[config.mk]
export PLATFORM = sky130hd
export DESIGN_NAME = t1_yellow_alarm_generator
export DESIGN_NICKNAME = d
export VERILOG_FILES = /design/src/rtl/rai_pkg.sv /design/src/rtl/t1_yellow_alarm_generator.sv
export SDC_FILE = /design/constraint.sdc
export NUM_CORES = 1
export LEC_CHECK = 0
export ABC_AREA = 1
export BUFFER_PORTS_ARGS = -buffer_cell sky130_fd_sc_hd__buf_2
export CAP_MARGIN = 0
export CORE_MARGIN = 8
export CORE_UTILIZATION = 59
export CTS_BUF_LIST = sky130_fd_sc_hd__clkbuf_4 sky130_fd_sc_hd__clkbuf_8 sky130_fd_sc_hd__clkbuf_16
export DETAILED_ROUTE_END_ITERATION = 8
export PLACE_DENSITY = 0.94
export SYNTH_ARGS = -nofsm -noshare
export SYNTH_HDL_FRONTEND = slang
export SYNTH_SLANG_ARGS = --single-unit
[constraint.sdc]
create_clock -name ref_clk_in -period 2.52 [get_ports ref_clk_in]
set_clock_uncertainty 0.05 [all_clocks]
set_input_delay 0.252 -clock ref_clk_in [delete_from_list [all_inputs] [get_ports ref_clk_in]]
set_output_delay 0.252 -clock ref_clk_in [all_outputs]
set_load 0.02 [all_outputs]
[src/rtl/rai_pkg.sv]
// Constants for the transmit yellow alarm generator.
// Assumes a transmit framer that supplies frame, bit and data-link timing strobes.
package rai_pkg;
   localparam logic [15:0] ALARM_GEN_CTRL_ADDR = 16'h0108;
   localparam int          RULE_BIT            = 7;
   localparam int          ENABLE_BIT          = 6;
   localparam int          SEL_HI_BIT          = 5;
   localparam int          SEL_LO_BIT          = 4;
   localparam logic [7:0]  CTRL_RESET          = 8'h00;
   localparam logic [7:0]  PATTERN_RUN         = 8'hff;   // 255 patterns
   localparam logic [15:0] PATTERN_HALF        = 16'hff00;
   localparam logic [15:0] PATTERN_ONES        = 16'hffff;
   localparam int          FRAMES_PER_SECOND   = 8000;    // 125 us frames
   localparam logic [3:0]  SF_FRAME_RAI        = 4'hb;    // frame 12, index 11 counted from 0

   typedef enum logic [1:0] {
      FRAMING_SF,
      FRAMING_ESF,
      FRAMING_N,
      FRAMING_DATA_MUX
   } framing_type;
endpackage

[src/rtl/t1_yellow_alarm_generator.sv]
// Transmit T1 yellow alarm generator: control register and alarm insertion.
// Assumes framer strobes are one-cycle pulses synchronous to ref_clk_in.
`timescale 1ns/1ns
module t1_yellow_alarm_generator
   import rai_pkg::*;
#(
   parameter int SECOND_FRAMES = FRAMES_PER_SECOND
) (
   input  wire logic        ref_clk_in,
   input  wire logic        rstn_in,
   input  wire logic [15:0] addr_in,
   input  wire logic [7:0]  wdata_in,
   input  wire logic        wr_in,
   input  wire logic        rd_in,
   output logic      [7:0]  rdata_out,
   input  wire logic [1:0]  framing_in,
   input  wire logic        frame_start_in,
   input  wire logic [3:0]  sf_frame_in,
   input  wire logic        fs_bit_in,
   input  wire logic        data_bit_in,
   input  wire logic        data_bit_is_b2_in,
   input  wire logic        dl_bit_slot_in,
   input  wire logic        sync_y_bit_in,
   input  wire logic        sync_y_slot_in,
   output logic             fs_bit_out,
   output logic             data_bit_out,
   output logic             dl_bit_out,
   output logic             dl_bit_valid_out,
   output logic             sync_y_bit_out,
   output logic             rai_active_out
);

   typedef enum logic [1:0] {ST_IDLE, ST_SEND, ST_HOLDOFF} rai_state_type;

   logic [7:0]    ctrl_q;
   rai_state_type state_q, state_d;
   logic [7:0]    pat_cnt_q, pat_cnt_d;
   logic [3:0]    bit_idx_q;
   logic [13:0]   sec_cnt_q, sec_cnt_d;
   logic          ctl_prev_q;
   logic [1:0]    run_sel_q;
   logic [7:0]    rdata_q;

   wire logic       rule_on   = ctrl_q[RULE_BIT];
   wire logic [1:0] sel       = {ctrl_q[SEL_HI_BIT], ctrl_q[SEL_LO_BIT]};
   wire framing_type framing  = framing_type'(framing_in);
   wire logic       is_esf    = (framing == FRAMING_ESF);
   wire logic       hit       = (addr_in == ALARM_GEN_CTRL_ADDR);

   // Controlling bit: enable bit if enforced, else the select bit that times the code
   wire logic ctl_bit = rule_on ? ctrl_q[ENABLE_BIT]
                      : (sel == 2'h2) ? ctrl_q[SEL_HI_BIT] : ctrl_q[SEL_LO_BIT];
   wire logic ctl_rise = ctl_bit & ~ctl_prev_q;
   wire logic sel_on   = (sel != 2'h0);
   // Codes 01 and 11 run the counted pattern; code 10 follows its bit level
   function automatic logic is_timed(input logic [1:0] code);
      return (code == 2'h1) || (code == 2'h3);
   endfunction

   // Non-enforced: clearing the select field ends the pulse, the run keeps its format
   wire logic [1:0] eff_sel = (state_q == ST_SEND && !rule_on && !sel_on) ? run_sel_q : sel;
   wire logic timed    = is_timed(eff_sel);
   wire logic pat_end  = dl_bit_slot_in & (bit_idx_q == 4'hf);
   wire logic sec_done = (sec_cnt_q == 14'(SECOND_FRAMES - 1)) & frame_start_in;

   // Generic alarm state for all ESF codes, code 10 included; other framings follow ctl_bit directly
   always_comb begin
      state_d   = state_q;
      pat_cnt_d = pat_cnt_q;
      sec_cnt_d = sec_cnt_q;
      case (state_q)
         ST_IDLE: begin
            if (ctl_rise && sel_on) begin
               state_d   = ST_SEND;
               pat_cnt_d = 8'h00;
            end
         end
         ST_SEND: begin
            if (!sel_on && rule_on) begin
               state_d = ST_IDLE;
            end else if (ctl_rise) begin
               pat_cnt_d = 8'h00;
            end else if (!timed) begin
               if (!ctl_bit) state_d = ST_IDLE;
            end else if (pat_end) begin
               if (pat_cnt_q != PATTERN_RUN) pat_cnt_d = pat_cnt_q + 8'h01;
               if (pat_cnt_q >= PATTERN_RUN - 8'h01 && !ctl_bit) begin
                  state_d = rule_on ? ST_HOLDOFF : ST_IDLE;
                  sec_cnt_d = 14'h0000;
               end
            end else if (pat_cnt_q == PATTERN_RUN && !ctl_bit) begin
               state_d   = rule_on ? ST_HOLDOFF : ST_IDLE;
               sec_cnt_d = 14'h0000;
            end
         end
         ST_HOLDOFF: begin
            if (frame_start_in) sec_cnt_d = sec_cnt_q + 14'h0001;
            if (sec_done || !rule_on) begin
               // Enable still high after the gap starts the held-off alarm
               state_d   = (rule_on && ctl_bit && sel_on) ? ST_SEND : ST_IDLE;
               pat_cnt_d = 8'h00;
            end
         end
         default: state_d = ST_IDLE;
      endcase
   end

   // In SF, N and data-mux framing the alarm follows the control bit level
   wire logic level_alarm = sel_on & ctl_bit & ~(rule_on & (state_q == ST_HOLDOFF));
   wire logic esf_alarm   = (state_q == ST_SEND) & (eff_sel != 2'h0);
   wire logic alarm       = is_esf ? esf_alarm : level_alarm;
   wire logic [15:0] pattern = (eff_sel == 2'h3) ? PATTERN_ONES : PATTERN_HALF;

   always_ff @(posedge ref_clk_in or negedge rstn_in) begin
      if (!rstn_in) begin
         ctrl_q     <= CTRL_RESET;
         state_q    <= ST_IDLE;
         pat_cnt_q  <= 8'h00;
         bit_idx_q  <= 4'h0;
         sec_cnt_q  <= 14'h0000;
         ctl_prev_q <= 1'b0;
         run_sel_q  <= 2'h0;
         rdata_q    <= 8'h00;
      end else begin
         if (wr_in && hit) ctrl_q <= wdata_in;
         rdata_q    <= (rd_in && hit) ? ctrl_q : 8'h00;
         state_q    <= is_esf ? state_d : (state_q == ST_HOLDOFF ? state_d : ST_IDLE);
         pat_cnt_q  <= pat_cnt_d;
         sec_cnt_q  <= sec_cnt_d;
         ctl_prev_q <= ctl_bit;
         if (ctl_rise && sel_on) run_sel_q <= sel;
         if (dl_bit_slot_in) bit_idx_q <= bit_idx_q + 4'h1;
         if (state_q != ST_SEND && state_d == ST_SEND) bit_idx_q <= 4'h0;
      end
   end

   // Output stage: registered overrides of framer bits
   always_ff @(posedge ref_clk_in or negedge rstn_in) begin
      if (!rstn_in) begin
         fs_bit_out       <= 1'b0;
         data_bit_out     <= 1'b0;
         dl_bit_out       <= 1'b1;
         dl_bit_valid_out <= 1'b0;
         sync_y_bit_out   <= 1'b1;
         rai_active_out   <= 1'b0;
      end else begin
         fs_bit_out     <= (alarm && framing == FRAMING_SF && sel == 2'h2
                            && sf_frame_in == SF_FRAME_RAI) ? 1'b1 : fs_bit_in;
         data_bit_out   <= (alarm && data_bit_is_b2_in && !is_esf && sel != 2'h2
                            && framing != FRAMING_DATA_MUX) ? 1'b0 : data_bit_in;
         sync_y_bit_out <= (alarm && sync_y_slot_in && framing == FRAMING_DATA_MUX)
                            ? 1'b0 : sync_y_bit_in;
         dl_bit_out     <= esf_alarm ? pattern[4'hf - bit_idx_q] : 1'b1;
         dl_bit_valid_out <= esf_alarm & dl_bit_slot_in & is_esf;
         rai_active_out <= alarm;
      end
   end

   assign rdata_out = rdata_q;
endmodule // t1_yellow_alarm_generator

==> results of run 1 <==
==> worst max-delay path by stage <==
| stage | from | end | slack, ps | cells past startpoint |
|---|---|---|---|---|
| after detailed placement | pat_cnt_q[1]$_DFFE_PN0P_ | sec_cnt_q[12]$_DFFE_PN0P_ | 390 | 11 |
| after global placement | pat_cnt_q[0]$_DFFE_PN0P_ | sec_cnt_q[10]$_DFFE_PN0P_ | 550 | 11 |
| after CTS | pat_cnt_q[1]$_DFFE_PN0P_ | sec_cnt_q[12]$_DFFE_PN0P_ | 300 | 11 |
| final | ctrl_q[4]$_DFFE_PN0P_ | sec_cnt_q[12]$_DFFE_PN0P_ | 290 | 9 |
| after floorplan | pat_cnt_q[1]$_DFFE_PN0P_ | sec_cnt_q[3]$_DFFE_PN0P_ | 800 | 12 |
| after global routing | pat_cnt_q[1]$_DFFE_PN0P_ | sec_cnt_q[5]$_DFFE_PN0P_ | 40 | 11 |
==> stage by stage <==
step | cell area, µm² | setup WS [ps]
after floorplan | 2880 | 800
after global placement | 3220 | 547
after detailed placement | 3220 | 391
after CTS | 3350 | 301
after global routing | 3350 | 39.5
final | 3350 | 294
==> kinds of logic (layout without fill, tap and decap cells) <==
kind of cell / count (synthesis) / in the layout
simple gates: 224 / 224
buf+inv: 59 / 116
flops: 53 / 53
compound gates: 33 / 33
xor+xnor: 15 / 15
fa+ha+maj: 4 / 4
other cells: 0 / 1
==> power by group <==
| part | switching, µW | total (µW) | internal (µW) |
|---|---|---|---|
| Combinational | 82.2 | 155 | 72.6 |
| Sequential | 34.7 | 921 | 886 |
| Clock | 285 | 608 | 323 |
| Total | 402 | 1680 | 1280 |
==> area by class of cell <==
type | instances | area (µm²)
well taps | 67 | 83.8
diodes | 1 | 2.50
inverters | 52 | 195
multi-input cells | 276 | 1320
flip-flops and latches | 53 | 1330
clock inverters | 2 | 37.5
clock buffers | 6 | 82.6
repair buffers | 56 | 300
fillers | 344 | 1370
==> layer usage <==
metal	vias to the layer above	GRT usage (%)
li1	1315	-
met1	1265	21.4
met2	92	35.7
met3	20	4.68
met4	0	11.0
met5	-	0
==> registers in the layout (all words and copies together), names as in the netlist <==
signal	cells
bit_idx_q	4
sec_cnt_q	14
run_sel_q	2
ctrl_q	8
pat_cnt_q	8
sync_y_bit_out	1
ctl_prev_q	1
fs_bit_out	1
rdata_out	8
dl_bit_valid_out	1
data_bit_out	1
state_q	2
rai_active_out	1
dl_bit_out	1
==> synth_stat cells, drive strengths merged <==
| cell type | number |
|---|---|
| nand3 | 20 |
| xor2 | 14 |
| o21ai | 22 |
| dfstp | 2 |
| and3 | 1 |
| nand4 | 6 |
| o21a | 1 |
| a21o | 1 |
| xnor2 | 1 |
| ha | 4 |
| dfrtp | 51 |
| buf | 4 |
| nor3b | 2 |
| clkbuf | 3 |
| nand2 | 124 |
| nor3 | 5 |
| a21oi | 4 |
| o21bai | 2 |
| nor4 | 5 |
| nor2 | 61 |
| o22ai | 3 |
| inv | 52 |
==> impl_metrics.toml, run 1 <==
[cts]
clock_path_buffers = 2
post_cts_buffers = 0
cts_hold_buf = 1
cts_num_sinks = 53
cts_tree = "built"
post_cts_resized = 0
cts_buffers = 5
worstSkewPairLatency_ps = 310
path_clk_slew_ps = 100
htree_num_levels = 2
ctsRootBufferMaster = "clkbuf_8"

[finish]
fin_util_pct = 70.9
area_growth_pct = 16.2
layout_commonest_cell = "nand2_1"
nets = 489
layout_common_cells = "124 x nand2_1, 55 x nor2_1, 54 x buf_2, 51 x inv_1, 51 x dfrtp_1"
instances_no_fill = 513
drive_gt1_share_pct = 17.1

[sta]
period_minus_slack_ps = 2230
fin_crit_sh_pct = 88.3
setup_viol = 0
rsz0062_at_grt = "false"
setup_tns_ps = 0
slew_headroom_pct = 61.8
fmaxAchievable_ghz = 0.449
worst_pin_slew_ps = 573
drv_slew = 0
whs_ps = 71.1
final_hold_viol_count = 0

[placed_design]
place_hpwl_mm = 4.88
gp_congestion = 0.919
placed_cells = 503
io_buffer_count = 54

[logic_synthesis]
synth.distinct_cells = 32
synth_compound_area_share_pct = 6.86
synthXorXnorAreaFrac_pct = 4.56
synthAdderAreaFrac_pct = 1.74
synth_area_per_cell_um2 = 7.43
synth_largest_area_cell = "dfrtp_1"
synth_top_family_by_area = "simple AND/OR/NAND/NOR gates"
synthTopCellsByArea = "dfrtp_1 44%, nand2_1 16%, nor2_1 7.2%, inv_1 6.6%, xor2_1 4.3%"
ys_ff_latch = 53
ys_seq_area_share_pct = 46.1
syn-num-nets = 433
synth-simple-area-share_pct = 32.6
yosys.area.top_type_share_pct = 44.3
synthesis.area_mm2 = 0.00288
ys_warn_count = 0
synth.area.mux_share_pct = 0
synthCells = 388

[detailed_routing]
drt-met1-wl_mm = 2.80
wl_met2_mm = 3.63
top_layer_used = "met4"
final_antenna_net_count = 0
wire_per_inst_um = 13.5
vias_per_cell = 5.25
drc = 0
vias = 2692
first_pass_iters = 4
drtIter0Drc = 241
met3_length_um = 361
wl_mm = 6.93

[grt]
grt_pass1_wl_mm = 12.0
grt_max_degree = 54
overflow = 0
grt_pass1_vias = 2761
grt_antenna_before_repair = 1
grt_usage_pct = 20.1

[worst_setup_path]
max_stage_delay_ps = 440
ff2ff_path_depth = 9
crit_path_end_kind = "flip-flop"
cp_top_family = "simple AND/OR/NAND/NOR gates"
cp_slowest_cell = "dfrtp_1"
cp_max_fo = 13
arrival_ps = 2420
rr_endpoint = "sec_cnt_q[12]$_DFFE_PN0P_"
path_buf_inv = 0
startpoint_type = "flip-flop"
worstPathRequired_ps = 2710
crit_type = "reg -> reg"
r2r_slack_ps = 290
crit_chain = "nor2_2 -> nand3_2 -> o21ai_2 -> nand2_1 -> nor2_2 -> nor2_1 -> nor2_2 -> nand2_1 -> nand2_1"
r2r_start = "ctrl_q[4]$_DFFE_PN0P_"

[outcome]
outcome = "finished, final reports clean"

[worst_hold_path]
hold_class = "in -> reg"
min_from = "fs_bit_in"
whs_path_depth = 2
whs_endpoint = "fs_bit_out$_DFF_PN0_"

[floorplanning]
fp-row-count = 25
coreArea_mm2 = 0.00472
dieArea_mm2 = 0.00738
die_w_um = 85.9
initial_core_util_pct = 61.0
die_h_um = 85.9
ios = 55

[power]
leakagePower_uw = 0.00174
p_per_area_mw_per_mm2 = 503
ir_drop_mv = 0.519
power.total_uw = 1680

[job]
drv_cap = 0
Power figures use the tool's default switching activity.
==> inputs of run 2 (changes only) <==
--- a/config.mk
+++ b/config.mk
@@ -13,6 +13,7 @@
 export CTS_BUF_LIST = sky130_fd_sc_hd__clkbuf_4 sky130_fd_sc_hd__clkbuf_8 sky130_fd_sc_hd__clkbuf_16
 export DETAILED_ROUTE_END_ITERATION = 8
 export PLACE_DENSITY = 0.94
+export RECOVER_POWER = 100
 export SYNTH_ARGS = -nofsm -noshare
 export SYNTH_HDL_FRONTEND = slang
 export SYNTH_SLANG_ARGS = --single-unit
==> constraint.sdc (replaced) <==
create_clock -name ref_clk_in -period 2.52 [get_ports ref_clk_in]
set_clock_uncertainty 0.05 [all_clocks]
set_input_delay 0.63 -clock ref_clk_in [delete_from_list [all_inputs] [get_ports ref_clk_in]]
set_output_delay 0.63 -clock ref_clk_in [all_outputs]
set_load 0.02 [all_outputs]
==> run 2 against run 1 <==
  * Total power down 1.6%
  * Via count down 0.37%
  * Final area down 1.8%
  * Cell count down 0.39%
  * Core utilization down 1.2 points
  * Combinational power down 4%
  * Global-route usage down 0.91 points
  * Sequential power about the same
  * Worst setup slack worse by 51 ps
  * Hold slack better by 370 ps
  * Largest power group unchanged
==> impl_metrics.toml, run 2 (same netlist as run 1, synthesis figures left out) <==
[sta]
drv_slew = 0
setup_tns_ps = 0
worst_pin_slew_ps = 1260
period_minus_slack_ps = 2280
fin_crit_sh_pct = 90.4
worst_slack_ps = 243
rsz0062_at_grt = "false"
fmaxAchievable_ghz = 0.439
slew_headroom_pct = 16.2
final_hold_viol_count = 0
setup_viol = 0

[power]
leakagePower_uw = 0.00168
power.total_uw = 1660
p_per_area_mw_per_mm2 = 504
ir_drop_mv = 0.408

[finish]
antenna_cells = 0
layout_common_cells = "124 x nand2_1, 56 x nor2_1, 51 x inv_1, 51 x dfrtp_1, 39 x buf_2"
regMostFlops = "sec_cnt_q"
drive_gt1_share_pct = 13.5
layout_commonest_cell = "nand2_1"
largest_reg_flops = 14
area_growth_pct = 14.1
nets = 488
fillCellCount = 355

[cts]
cts_num_sinks = 53
cts_buffers = 5
cts_tree = "built"
post_cts_buffers = 0
path_clk_slew_ps = 90
cts_hold_buf = 0
htree_num_levels = 2
clock_path_buffers = 2
ctsRootBufferMaster = "clkbuf_8"
worstSkewPairLatency_ps = 310
post_cts_resized = 0

[placed_design]
place_hpwl_mm = 4.95
gp_congestion = 0.870
io_buffer_count = 54
pre_cts_ws_ps = 399

[worst_setup_path]
crit_type = "reg -> reg"
crit_path_end_kind = "flip-flop"
worstPathRequired_ps = 2720
cp_max_fo = 13
arrival_ps = 2480
startpoint_type = "flip-flop"
crit_chain = "nor2_1 -> nand3_2 -> o21ai_2 -> nand2_1 -> nor2_2 -> nor2_1 -> nor2_2 -> nand2_1 -> nand2_1"
cpMostUsedCell = "nand2_1"
cp_slowest_cell = "dfrtp_1"
max_stage_delay_ps = 430
r2r_slack_ps = 240

[floorplanning]
fp-row-count = 25
coreArea_mm2 = 0.00472
initial_core_util_pct = 61.0
ios = 55
dieArea_mm2 = 0.00738
die_w_um = 85.9
die_h_um = 85.9

[grt]
grt_pass1_wl_mm = 11.5
grt_max_degree = 31
grt_usage_pct = 19.2
grt_antenna_before_repair = 0
grt_pass1_vias = 2735
overflow = 0

[job]
drv_cap = 0

[detailed_routing]
drc = 0
final_antenna_net_count = 0
vias = 2682
wl_mm = 6.54
first_pass_iters = 5
vias_per_cell = 5.25
wire_per_inst_um = 12.8
drtIter0Drc = 222

[worst_hold_path]
hold_class = "in -> reg"

[outcome]
outcome = "finished, final reports clean"
==> run 2: metrics by stage <==
stage / hold slack (ps) / utilization, % / std cells / instance area, µm²
floorplan: 284 / - / 388 / 2880
global placement: 417 / 68.1 / 503 / 3220
detailed placement: 432 / 68.1 / 503 / 3220
CTS: 265 / 70.5 / 511 / 3330
global route: 441 / 69.7 / 511 / 3290
finish: 443 / 69.7 / 511 / 3290
==> run 2: worst paths after layout <==
| kind | startpoint | end | cells past startpoint |
|---|---|---|---|
| setup reg to reg | ctrl_q[4]$_DFFE_PN0P_ | sec_cnt_q[9]$_DFFE_PN0P_ | 9 |
| max in group asynchronous | rstn_in | ctrl_q[6]$_DFFE_PN0P_ | 2 |
| hold / removal | fs_bit_in | fs_bit_out$_DFF_PN0_ | 2 |
| hold reg to reg | bit_idx_q[3]$_DFFE_PN0P_ | dl_bit_out$_DFF_PN1_ | 1 |
| setup / recovery | ctrl_q[4]$_DFFE_PN0P_ | sec_cnt_q[9]$_DFFE_PN0P_ | 9 |
| min in group asynchronous | rstn_in | sec_cnt_q[8]$_DFFE_PN0P_ | 1 |
==> run 2: worst max-delay path, delay by kind of cell (launching register included) <==
family	cells	cell delay, ps
simple gates	8	1520
flops	1	430
compound gates	1	190
==> run 2: power by group <==
part / leakage [µW] / total, µW / switching, µW / internal [µW]
clock network: 0.0000588 / 587 / 278 / 309
logic: 0.000923 / 149 / 80.0 / 69.4
registers: 0.000694 / 920 / 34.3 / 886
==> run 2: layer usage <==
layer / share of wire (%) / vias up / global-route usage, %
met5: 0 / - / 0
met4: 3.7 / 0 / 11.3
met3: 5.5 / 24 / 4.11
met2: 51 / 105 / 32.8
met1: 40 / 1240 / 21.4
li1: - / 1313 / -
==> run 2: cell type report <==
class	instances	area, µm²	area share [%]
timing repair buffer	55	256	7.79
tap	67	83.8	2.55
clock buffer	6	76.3	2.32
clock inverter	2	38.8	1.18
sequential	53	1330	40.4
multi-input combinational	276	1310	39.8
inverter	52	195	5.93
